File: src/pkg/lpfs_pkg.sv
// operating-mode controller constants, types and register map
// assumes a 40 MHz core clock and a single AHB-Lite slave port
// Contract
// - sleep ignores all serial configuration commands
// - sleep wake goes restart-normal, records source
// - sleep with no wake source restarts instead
// - pending wake flags make sleep wake immediately
// - reset output low on sleep command
// - io undervoltage restarts; fourth one fail-safe
// - overvoltage reset: cfg1/3 restart, watchdog_fail_config/4 fail-safe
// - restart leaves after uv clear and delay
// - restart and fail-safe exit keep fail output
// - restart status: 01 fault, 10 sleep wake
// - fail-safe turns supplies off, fail on
// - fail-safe causes: thermal, watchdog, short, long uv
// - fail-safe enables default wakes, clears flags
// - fail-safe minimum dwell, wakes stored then restart
// - fail-safe: wakes capable, cyclic off, modulation cleared
// - fail-safe return status and cause flags
// - development mode halts watchdog failures only
// - development mode: transceivers on during init
// - development entry: pin low through init, command
// - development left by power-down or software reset
// - fail/test pull-up only during init
// - watchdog config kept until power-down
// - any command in init goes normal
package lpfs_pkg;
    localparam int unsigned CLK_HZ            = 40_000_000;
    localparam int unsigned RESET_DELAY_US    = 10;
    localparam int unsigned FAILSAFE_MIN_MS   = 100;
    localparam int unsigned THERMAL_MIN_MS    = 1000;
    localparam int unsigned RESET_DELAY_CYC   =
        (RESET_DELAY_US * (CLK_HZ / 1_000_000));
    localparam int unsigned FAILSAFE_MIN_CYC  =
        (FAILSAFE_MIN_MS * (CLK_HZ / 1000));
    localparam int unsigned THERMAL_MIN_CYC   =
        (THERMAL_MIN_MS * (CLK_HZ / 1000));
    localparam int unsigned UV_FAILSAFE_COUNT = 4;
    // register byte offsets
    localparam logic [7:0] CTRL_OFS   = 8'h00;
    localparam logic [7:0] WAKE_OFS   = 8'h04;
    localparam logic [7:0] STATUS_OFS = 8'h08;
    localparam logic [7:0] CLEAR_OFS  = 8'h0c;
    // control register fields
    localparam int CTRL_MODE_LSB = 0; // 2-bit mode request
    localparam int CTRL_OVRST    = 2;
    localparam int CTRL_FAILON   = 3;
    localparam int CTRL_EXTON    = 4;
    // wake enable register fields
    localparam int WEN_BUS   = 0;
    localparam int WEN_PIN   = 1;
    localparam int WEN_CYC   = 2;
    localparam int WEN_MOD   = 3;
    localparam logic [3:0] WEN_DEFAULT = 4'h3;
    // mode request codes and restart status codes
    localparam logic [1:0] REQ_NORMAL = 2'h0;
    localparam logic [1:0] REQ_STOP   = 2'h1;
    localparam logic [1:0] REQ_SLEEP  = 2'h2;
    localparam logic [1:0] REQ_SWRST  = 2'h3;
    localparam logic [1:0] DS_FAULT   = 2'h1;
    localparam logic [1:0] DS_WAKE    = 2'h2;

    typedef enum logic [2:0] {
        LPFS_INIT     = 3'h0,
        LPFS_NORMAL   = 3'h1,
        LPFS_STOP     = 3'h2,
        LPFS_SLEEP    = 3'h3,
        LPFS_RESTART  = 3'h4,
        LPFS_FAILSAFE = 3'h5
    } lpfs_mode_e;

    typedef struct packed {
        logic thermal;
        logic watchdog_fail_count;
        logic uv;
        logic ov;
        logic short_gnd;
        logic uv_long;
    } lpfs_fault_s;

    typedef struct packed {
        logic [1:0] htrans;
        logic       hwrite;
        logic       hsel;
        logic [7:0] haddr;
    } lpfs_aphase_s;

    typedef struct packed {
        logic [1:0]  sync;
        lpfs_mode_e  mode;
        logic [31:0] cnt;
        logic        thermal_hold;
        logic [2:0]  uv_count;
        logic [1:0]  wd_count;
        logic        cfg_valid;
        logic        wd_single;
        logic        wd_to_fs;
        logic        dev_mode;
        logic        pin_low_all;
        logic        ctrl_ov;
        logic        ctrl_fail;
        logic        ctrl_ext;
        logic [3:0]  wen;
        logic [1:0]  wake_flags;
        logic [1:0]  dev_status;
        logic [1:0]  watchdog_fail_count_count;
        logic        uv_flag;
        logic        ov_flag;
        logic        short_flag;
        logic        thermal_flag;
        logic        fail_out;
        logic        rst_n;
        logic        dphase_wr;
        logic [7:0]  dphase_addr;
        logic [31:0] rdata;
    } lpfs_state_s;
endpackage

File: src/core/lpfs_mode_fsm.sv
// operating-mode state machine with AHB-Lite register slave
// assumes fault inputs are synchronous single-cycle or level indications
`timescale 1ns/100ps
`default_nettype none
module lpfs_mode_fsm
    import lpfs_pkg::*;
#(
    parameter int unsigned FAILSAFE_CYCLES = FAILSAFE_MIN_CYC,
    parameter int unsigned THERMAL_CYCLES  = THERMAL_MIN_CYC,
    parameter int unsigned RESET_CYCLES    = RESET_DELAY_CYC
)(
    input  wire logic        clock_i,
    input  wire logic        nrst_i,
    input  wire logic        hsel_i,
    input  wire logic [7:0]  haddr_i,
    input  wire logic [1:0]  htrans_i,
    input  wire logic        hwrite_i,
    input  wire logic [2:0]  hsize_i,
    input  wire logic [31:0] hwdata_i,
    input  wire logic        hready_i,
    output logic      [31:0] hrdata_o,
    output logic             hreadyout_o,
    output logic             hresp_o,
    input  wire logic        bus_wake_i,
    input  wire logic        pin_wake_i,
    input  wire logic        watchdog_fail_count_i,
    input  wire logic        cfg_single_i,
    input  wire logic        cfg_restart_i,
    input  wire logic        io_uv_i,
    input  wire logic        io_ov_i,
    input  wire logic        io_short_i,
    input  wire logic        io_uv_long_i,
    input  wire logic        thermal_i,
    input  wire logic        fail_test_pin_i,
    output logic             fail_test_pullup_o,
    output logic             fail_output_o,
    output logic             reset_out_n_o,
    output logic             main_regulator_output_o,
    output logic             external_supply_output_o,
    output logic             bus_transceivers_on_o,
    output logic             cyclic_wake_en_o,
    output logic             wake_pin_modulation_select_o
);
    // refuse dwell counts that the counters cannot serve
    if (RESET_CYCLES < 1 || FAILSAFE_CYCLES < 1 || THERMAL_CYCLES < 1)
    begin : g_dwell_check
        $error("dwell counts must be at least one cycle");
    end

    lpfs_state_s r;
    lpfs_state_s n;
    logic        rst_n;
    logic        wr_take;
    logic        cmd;
    logic [1:0]  req;
    logic [1:0]  wake_now;
    logic        wd_eff;
    logic        ov_eff;

    // reset release through two flip-flops
    logic [1:0] rsync;
    always_ff @(posedge clock_i or negedge nrst_i)
    begin
        if (!nrst_i)
            rsync <= 2'h0;
        else
            rsync <= {rsync[0], 1'b1};
    end
    assign rst_n = rsync[1];

    // bus decode: a write data phase to the control offset is one command
    assign wr_take = r.dphase_wr && hready_i;
    assign cmd     = wr_take && (r.dphase_addr == CTRL_OFS);
    assign req     = hwdata_i[CTRL_MODE_LSB +: 2];
    assign wake_now = {pin_wake_i & r.wen[WEN_PIN],
                       bus_wake_i & r.wen[WEN_BUS]};
    assign wd_eff  = watchdog_fail_count_i && !r.dev_mode;
    assign ov_eff  = io_ov_i && r.ctrl_ov;

    function automatic logic [31:0] dwell(input logic th);
        dwell = th ? THERMAL_CYCLES : FAILSAFE_CYCLES;
    endfunction

    // next-state logic for all state
    always_comb
    begin
        logic to_fs;
        logic to_rs;
        logic wd_hit;
        to_fs  = 1'b0;
        to_rs  = 1'b0;
        wd_hit = 1'b0;
        n = r;
        n.sync = 2'h0;
        n.dphase_wr = 1'b0;
        if (hready_i)
        begin
            n.dphase_wr   = hsel_i && htrans_i[1] && hwrite_i;
            n.dphase_addr = haddr_i;
            case (haddr_i)
                CTRL_OFS:   n.rdata = {27'h0, r.ctrl_ext, r.ctrl_fail,
                                       r.ctrl_ov, 2'h0};
                WAKE_OFS:   n.rdata = {28'h0, r.wen};
                STATUS_OFS: n.rdata = {16'h0, r.dev_mode, r.wd_to_fs,
                                       r.wd_single, r.mode,
                                       r.thermal_flag, r.short_flag,
                                       r.ov_flag, r.uv_flag,
                                       r.watchdog_fail_count_count, r.dev_status,
                                       r.wake_flags};
                default:    n.rdata = 32'h0;
            endcase
        end
        if (r.cnt != 32'h0)
            n.cnt = r.cnt - 32'h1;
        // watchdog config caught once after power-on release
        if (!r.cfg_valid)
        begin
            n.cfg_valid = 1'b1;
            n.wd_single = cfg_single_i;
            n.wd_to_fs  = !cfg_restart_i;
        end
        // latched events are sticky; set wins over clear
        if (wr_take && r.dphase_addr == CLEAR_OFS && r.mode != LPFS_SLEEP)
            n.wake_flags = r.wake_flags & ~hwdata_i[1:0];
        if (wr_take && r.dphase_addr == WAKE_OFS && r.mode != LPFS_SLEEP)
            n.wen = hwdata_i[3:0];
        n.wake_flags = n.wake_flags | wake_now;
        if (wd_eff)
        begin
            wd_hit = r.wd_single || r.wd_count != 2'h0;
            n.wd_count = wd_hit ? 2'h0 : 2'h1;
        end
        case (r.mode)
            LPFS_INIT:
            begin
                if (!fail_test_pin_i && r.rst_n)
                    n.pin_low_all = r.pin_low_all;
                else if (r.rst_n)
                    n.pin_low_all = 1'b0;
                n.cnt = (r.cnt == 32'h0) ? 32'h0 : r.cnt - 32'h1;
                if (!r.rst_n && r.cnt == 32'h0 && !io_uv_i)
                    n.rst_n = 1'b1;
                if (cmd)
                begin
                    n.mode = LPFS_NORMAL;
                    n.dev_mode = r.pin_low_all;
                end
            end
            LPFS_NORMAL, LPFS_STOP:
            begin
                if (cmd)
                begin
                    n.ctrl_ov   = hwdata_i[CTRL_OVRST];
                    n.ctrl_fail = hwdata_i[CTRL_FAILON];
                    n.ctrl_ext  = hwdata_i[CTRL_EXTON];
                end
                if (thermal_i || io_short_i || io_uv_long_i)
                    to_fs = 1'b1;
                else if (wd_hit)
                begin
                    n.watchdog_fail_count_count = r.wd_single ? 2'h1 : 2'h2;
                    n.fail_out = 1'b1;
                    if (r.wd_to_fs)
                        to_fs = 1'b1;
                    else
                    begin
                        to_rs = 1'b1;
                        n.watchdog_fail_count_count = 2'h1;
                    end
                end
                else if (io_uv_i)
                begin
                    n.uv_flag = 1'b1;
                    if (r.uv_count == 3'(UV_FAILSAFE_COUNT - 1))
                        to_fs = 1'b1;
                    else
                    begin
                        n.uv_count = r.uv_count + 3'h1;
                        to_rs = 1'b1;
                    end
                end
                else if (ov_eff)
                begin
                    n.ov_flag = 1'b1;
                    n.fail_out = 1'b1;
                    to_fs = r.wd_to_fs;
                    to_rs = !r.wd_to_fs;
                end
                else if (cmd && req == REQ_SLEEP && r.mode == LPFS_NORMAL)
                begin
                    n.rst_n = 1'b0;
                    if (r.wen[1:0] == 2'h0 || r.wake_flags != 2'h0)
                    begin
                        n.mode = LPFS_RESTART;
                        n.dev_status = DS_WAKE;
                        n.cnt = RESET_CYCLES;
                    end
                    else
                        n.mode = LPFS_SLEEP;
                end
                else if (cmd && req == REQ_SWRST)
                begin
                    n.dev_mode = 1'b0;
                    n.rst_n = 1'b0;
                    n.mode = LPFS_INIT;
                    n.pin_low_all = 1'b1;
                    n.cnt = RESET_CYCLES;
                end
                else if (cmd && req == REQ_STOP)
                    n.mode = LPFS_STOP;
                else if (cmd && req == REQ_NORMAL)
                    n.mode = LPFS_NORMAL;
                if (thermal_i)
                    n.thermal_flag = 1'b1;
                if (io_short_i)
                begin
                    n.short_flag = 1'b1;
                    n.uv_flag = 1'b1;
                end
                if (to_rs)
                begin
                    n.mode = LPFS_RESTART;
                    n.rst_n = 1'b0;
                    n.dev_status = DS_FAULT;
                    n.cnt = RESET_CYCLES;
                end
            end
            LPFS_SLEEP:
            begin
                if (thermal_i)
                begin
                    to_fs = 1'b1;
                    n.thermal_flag = 1'b1;
                end
                else if (wake_now != 2'h0)
                begin
                    n.mode = LPFS_RESTART;
                    n.dev_status = DS_WAKE;
                    n.cnt = RESET_CYCLES;
                end
            end
            LPFS_RESTART:
            begin
                // fail output untouched here
                if (io_uv_i)
                    n.cnt = RESET_CYCLES;
                else if (r.cnt == 32'h0)
                begin
                    n.mode = LPFS_NORMAL;
                    n.rst_n = 1'b1;
                    if (!io_uv_i && r.dev_status == DS_WAKE)
                        n.uv_count = 3'h0;
                end
            end
            LPFS_FAILSAFE:
            begin
                if (thermal_i)
                begin
                    n.thermal_hold = 1'b1;
                    n.cnt = dwell(1'b1);
                end
                if (r.cnt == 32'h0 && !thermal_i && r.wake_flags != 2'h0)
                begin
                    n.mode = LPFS_RESTART;
                    n.dev_status = DS_FAULT;
                    n.uv_count = 3'h0;
                    n.cnt = RESET_CYCLES;
                end
            end
            default: n.mode = LPFS_INIT;
        endcase
        if (to_fs)
        begin
            n.mode = LPFS_FAILSAFE;
            n.rst_n = 1'b0;
            n.fail_out = 1'b1;
            n.wen = WEN_DEFAULT;
            n.wake_flags = 2'h0;
            n.thermal_hold = thermal_i;
            n.cnt = dwell(thermal_i);
            n.dev_status = DS_FAULT;
        end
        if (cmd && (r.mode == LPFS_NORMAL) && !to_fs && !wd_hit)
            n.fail_out = hwdata_i[CTRL_FAILON] | r.fail_out & !r.ctrl_fail;
    end

    // one register stage for all state
    always_ff @(posedge clock_i or negedge rst_n)
    begin
        if (!rst_n)
        begin
            r <= '0;
            r.mode <= LPFS_INIT;
            r.pin_low_all <= 1'b1;
            r.cnt <= 32'(RESET_CYCLES);
            r.wen <= WEN_DEFAULT;
        end
        else
            r <= n;
    end

    // outputs
    assign hrdata_o    = r.rdata;
    assign hreadyout_o = 1'b1;
    assign hresp_o     = 1'b0;
    assign fail_test_pullup_o = (r.mode == LPFS_INIT);
    assign fail_output_o  = r.fail_out;
    assign reset_out_n_o  = r.rst_n;
    assign main_regulator_output_o = (r.mode != LPFS_SLEEP) &&
                                     (r.mode != LPFS_FAILSAFE);
    assign external_supply_output_o = r.ctrl_ext &&
                                      (r.mode != LPFS_FAILSAFE);
    assign bus_transceivers_on_o = (r.mode == LPFS_INIT) ? r.pin_low_all
                                   : r.wen[WEN_BUS];
    assign cyclic_wake_en_o = r.wen[WEN_CYC];
    assign wake_pin_modulation_select_o = r.wen[WEN_MOD];

    fs_reset_a: assert property (@(posedge clock_i) disable iff (!rst_n)
        n.mode == LPFS_FAILSAFE && r.mode != LPFS_FAILSAFE |=>
        !reset_out_n_o && fail_output_o && !main_regulator_output_o)
        else $error("fail-safe entry outputs wrong");
    fs_wake_a: assert property (@(posedge clock_i) disable iff (!rst_n)
        r.mode != LPFS_FAILSAFE ##1 r.mode == LPFS_FAILSAFE |->
        r.wen == WEN_DEFAULT && r.wake_flags == 2'h0)
        else $error("fail-safe wake setup wrong");
    sleep_rst_a: assert property (@(posedge clock_i) disable iff (!rst_n)
        cmd && req == REQ_SLEEP && r.mode == LPFS_NORMAL && !to_fs_any()
        |=> !reset_out_n_o)
        else $error("reset not low after sleep request");
    sleep_wake_a: assert property (@(posedge clock_i) disable iff (!rst_n)
        r.mode == LPFS_SLEEP && wake_now != 2'h0 && !thermal_i |=>
        r.mode == LPFS_RESTART && r.dev_status == DS_WAKE)
        else $error("sleep wake missed");
    fail_hold_a: assert property (@(posedge clock_i) disable iff (!rst_n)
        r.mode == LPFS_RESTART |=> fail_output_o == $past(fail_output_o))
        else $error("fail output changed in restart");
    pullup_init_a: assert property (@(posedge clock_i) disable iff (!rst_n)
        fail_test_pullup_o |-> r.mode == LPFS_INIT)
        else $error("pull-up outside init");
    dev_wd_a: assert property (@(posedge clock_i) disable iff (!rst_n)
        r.dev_mode && r.mode == LPFS_NORMAL && watchdog_fail_count_i && !thermal_i
        && !io_short_i && !io_uv_long_i && !io_uv_i && !ov_eff && !cmd
        |=> r.mode == LPFS_NORMAL)
        else $error("watchdog acted in development mode");
    init_cmd_a: assert property (@(posedge clock_i) disable iff (!rst_n)
        r.mode == LPFS_INIT && cmd |=> r.mode == LPFS_NORMAL)
        else $error("init ignored a command");

    function automatic logic to_fs_any();
        to_fs_any = thermal_i || io_short_i || io_uv_long_i ||
                    (wd_eff && (r.wd_single || r.wd_count != 2'h0)) ||
                    io_uv_i || ov_eff;
    endfunction
endmodule
`default_nettype wire

File: config.mk
export PLATFORM = sky130hd
export DESIGN_NAME = lpfs_mode_fsm
export DESIGN_NICKNAME = d
export VERILOG_FILES = /design/src/pkg/lpfs_pkg.sv /design/src/core/lpfs_mode_fsm.sv
export SDC_FILE = /design/constraint.sdc
export NUM_CORES = 1
export LEC_CHECK = 0
export ABC_CLOCK_PERIOD_IN_PS = 2530
export BUFFER_PORTS_ARGS = -buffer_cell sky130_fd_sc_hd__clkbuf_2
export CORE_MARGIN = 2
export CORE_UTILIZATION = 40
export CTS_BUF_LIST = sky130_fd_sc_hd__clkbuf_2 sky130_fd_sc_hd__clkbuf_4 sky130_fd_sc_hd__clkbuf_8
export CTS_CLUSTER_SIZE = 8
export DETAILED_ROUTE_END_ITERATION = 12
export PLACE_DENSITY = 0.63
export SYNTH_ARGS = -nofsm -noshare
export SYNTH_HDL_FRONTEND = slang
export SYNTH_SLANG_ARGS = --single-unit
File: constraint.sdc
create_clock -name clock_i -period 2.53 [get_ports clock_i]
set_input_delay 0 -clock clock_i [delete_from_list [all_inputs] [get_ports clock_i]]
set_output_delay 0 -clock clock_i [all_outputs]
set_load 0.03 [all_outputs]
==> flow_summary.toml <==
[timing]
worstMarginPinSlew_ns = 0.525
min_period_ns = 2.47
setup_viol = 0
hold_viol = 0
fin_hold_ws_ns = 0.0525
finClkSkew_ns = 0.0139
finalWorstSetupSlack_ns = 0.0573
finalMaxSlewViolations = 0
rsz0062_at_grt = "yes"
fin_crit_sh_pct = 97.7
fmax_ghz = 0.404
slew_headroom_pct = 65.0

[clocking]
cts_tree = "built"
cts_sinks = 90
clock_latency_ns = 0.39
clk_pin_slew_ns = 0.09
cts_buffer_depth = 2
cts_made_buffers = 9
htreeDepth = 3
root_buffer = "clkbuf_8"

[power_and_ir_drop]
p_leak_nw = 2.80
internal-power_mw = 3.40
p_switching_mw = 2.25
p_clk_share_pct = 20.0
vdd_drop_max_mv = 0.391
share_comb_of_total_power_pct = 45.4
power_frac_seq_pct = 34.6
powerDensity_nw_per_um2 = 906
switching_share_pct = 39.8

[route]
via_per_inst = 5.27
vias = 4387
drt-total-wl_mm = 13.2
first_iter_violations = 314
antenna_left = 0
wl_per_cell_um = 15.9
drc = 0
first_pass_iters = 5

[critical_path]
path_class = "reg -> reg"
worstPathMaxFanout = 6
crit_end = "r[88]"
crit_required_ns = 2.79
crit_path_start = "r[86]"
r2r_end = "r[88]"
critPathBufInv = 0
start_kind = "register"
crit_family = "simple AND/OR/NAND/NOR gates"
rrSetupSlack_ns = 0.06
cp_num_cells = 7
end_kind = "register"
critical_path_arrival_ns = 2.73
crit_chain = "or4_4, nor4b_4, nand4_1, nor3_2, o211ai_2, nand2_2, o31ai_1"
max_stage_delay_ns = 0.58
slowest_stage = "or4_4"
r2r-start = "r[86]"
r2r_cells = 7

[place]
place_inst = 789
pre_cts_ws_ns = -0.0287
routabilityCongestion = 0.929
place.port_buffers = 53
dp_hpwl_mm = 9.87

[global_routing]
overflow = 0
grt_max_degree = 41
track_usage_pct = 20.1
antenna_found_initial = 0
grt_pass1_wl_mm = 22.2
grt_pass1_vias = 4415

[synth]
yosys.area.top_type_share_pct = 40.9
async_flop_share_pct = 100
syn_area_um2 = 5140
ys_seq_area_share_pct = 44.0
synth_enable_flop_cells = 0
ys.flop_type = "dfrtp_1"
synth_seq_cells = 90
ys_warn_count = 0
yosysTopAreaCell = "dfrtp_1"
synth_area_leaders = "dfrtp_1 (41%), buf_4 (5.0%), nor2_1 (4.2%)"
synth_cell_types = 77
netlist_instances = 556
avgSynthCellArea_um2 = 9.24

[floorplan]
core_area_um2 = 12600
die_width_um = 117
die_area_um2 = 13800
initial_utilization_pct = 40.9
dieHeight_um = 117
fp-row-count = 41
ioPinCount = 103

[flow_run]
max_cap_violations = 0

[final_layout]
layout-drive-gt1-share_pct = 25.0
fin_cells = 832
nNetsFinal = 722
fillerInstances = 1213
area_growth_pct = 21.5
n_antenna_cell = 0

[hold_path]
hold_depth = 4
hold_path.class = "in -> reg"

[status]
status = "complete, no violations"
worst register-to-register path: cells and delay by family, from the launching register on:
kind             cells  cell delay [ns]
AND/OR/NAND/NOR      5             1.69
AO/OA/AOI/OAI        2             0.28
flip-flops           1             0.39
sequential cells by signal (all words and copies together) (netlist names):
signal,cells
reset_out_n_o,1
hrdata_o,16
rsync,2
wake_pin_modulation_select_o,1
fail_output_o,1
r,68
cyclic_wake_en_o,1
power by group through the flow:
| stage | combinational (mW) | clock, mW | sequential, mW |
|---|---|---|---|
| 2_1_floorplan | 1.62 | 0 | 1.95 |
| 3_3_place_gp | 2.28 | 0 | 1.96 |
| 3_5_place_dp | 2.32 | 0 | 1.97 |
| 4_1_cts | 2.37 | 1.15 | 1.95 |
| 5_1_grt | 2.83 | 1.20 | 2.00 |
| 6_report | 2.57 | 1.13 | 1.95 |
cell usage in the layout (no fill, tap or decap), types with 15 or more instances in the layout:
| cell type | netlist | layout |
|---|---|---|
| xnor2_1 | 22 | 22 |
| nor2_1 | 58 | 57 |
| clkbuf_2 | 0 | 53 |
| nand2_1 | 53 | 53 |
| inv_1 | 31 | 31 |
| o21ai_0 | 39 | 36 |
| nor3_1 | 20 | 18 |
| conb_1 | 2 | 20 |
| dlygate4sd3_1 | 0 | 24 |
| dfrtp_1 | 84 | 83 |
| mux2_2 | 15 | 15 |
| buf_4 | 34 | 44 |
| a21oi_1 | 26 | 24 |
kinds of logic after synthesis:
logic type / share of synthesized area [%]
compound gates: 15.0
xor+xnor: 4.94
fa+ha+maj: 1.22
buf+inv: 8.67
flops: 44.0
mux: 5.45
other cells: 0.146
simple gates: 20.6
synth_stat cells (5+ instances only):
library cell,n
clkbuf_1,13
o21ai_0,39
nor3_1,20
nand2b_1,5
dfstp_2,6
xor2_1,7
nor4_1,10
a31oi_1,7
xnor2_1,22
or4_1,7
mux2i_1,10
o22ai_1,5
inv_1,31
nand2_1,53
mux2_2,15
buf_4,34
a21oi_1,26
ha_1,5
nor2_1,58
dfrtp_1,84
nand3_1,10
stage by stage:
step	area [um^2]	util, %	TNS [ns]	total power [mW]
after floorplan	5210	-	0	3.57
after global placement	5670	45.1	0	4.24
after detailed placement	5670	45.1	-0.129	4.29
after CTS	6140	48.9	0	5.46
after global routing	6240	49.7	-0.371	6.02
final	6240	49.7	0	5.65
layer usage:
metal  vias to the layer above  wire length (um)  track usage (%)
met5                         -                 0                0
met4                         0               322             8.89
met3                        22               718             2.77
met2                       142              5920             30.3
met1                      2118              6230             28.8
li1                       2105                 -                -
final cells by class:
cell class              count  area, um^2  share of cell area, %
multi-input cells         402        2580                   41.3
flip-flops and latches     90        2260                   36.3
repair buffers            122         847                   13.6
well taps                 172         215                   3.45
clock buffers              11         145                   2.33
inverters                  31         116                   1.86
clock inverters             4        76.3                   1.22
worst min-delay path by stage:
stage	start	end	slack [ns]
2_1_floorplan	nrst_i	rsync[0]	-0.30
3_3_place_gp	nrst_i	rsync[0]	-0.21
3_5_place_dp	nrst_i	rsync[0]	-0.21
4_1_cts	io_uv_i	r[46]	0.04
5_1_grt	io_uv_i	r[46]	0.08
6_report	io_ov_i	r[45]	0.05
repair_timing:
item	CTS	global route
hold buffers	24	0
hold endpoints to repair	27	0
resized for setup	2	15
pin swaps	0	14
setup endpoints to repair	25	38
buffers inserted	0	4
gates cloned	0	0
(Power assumes the default switching activity.)
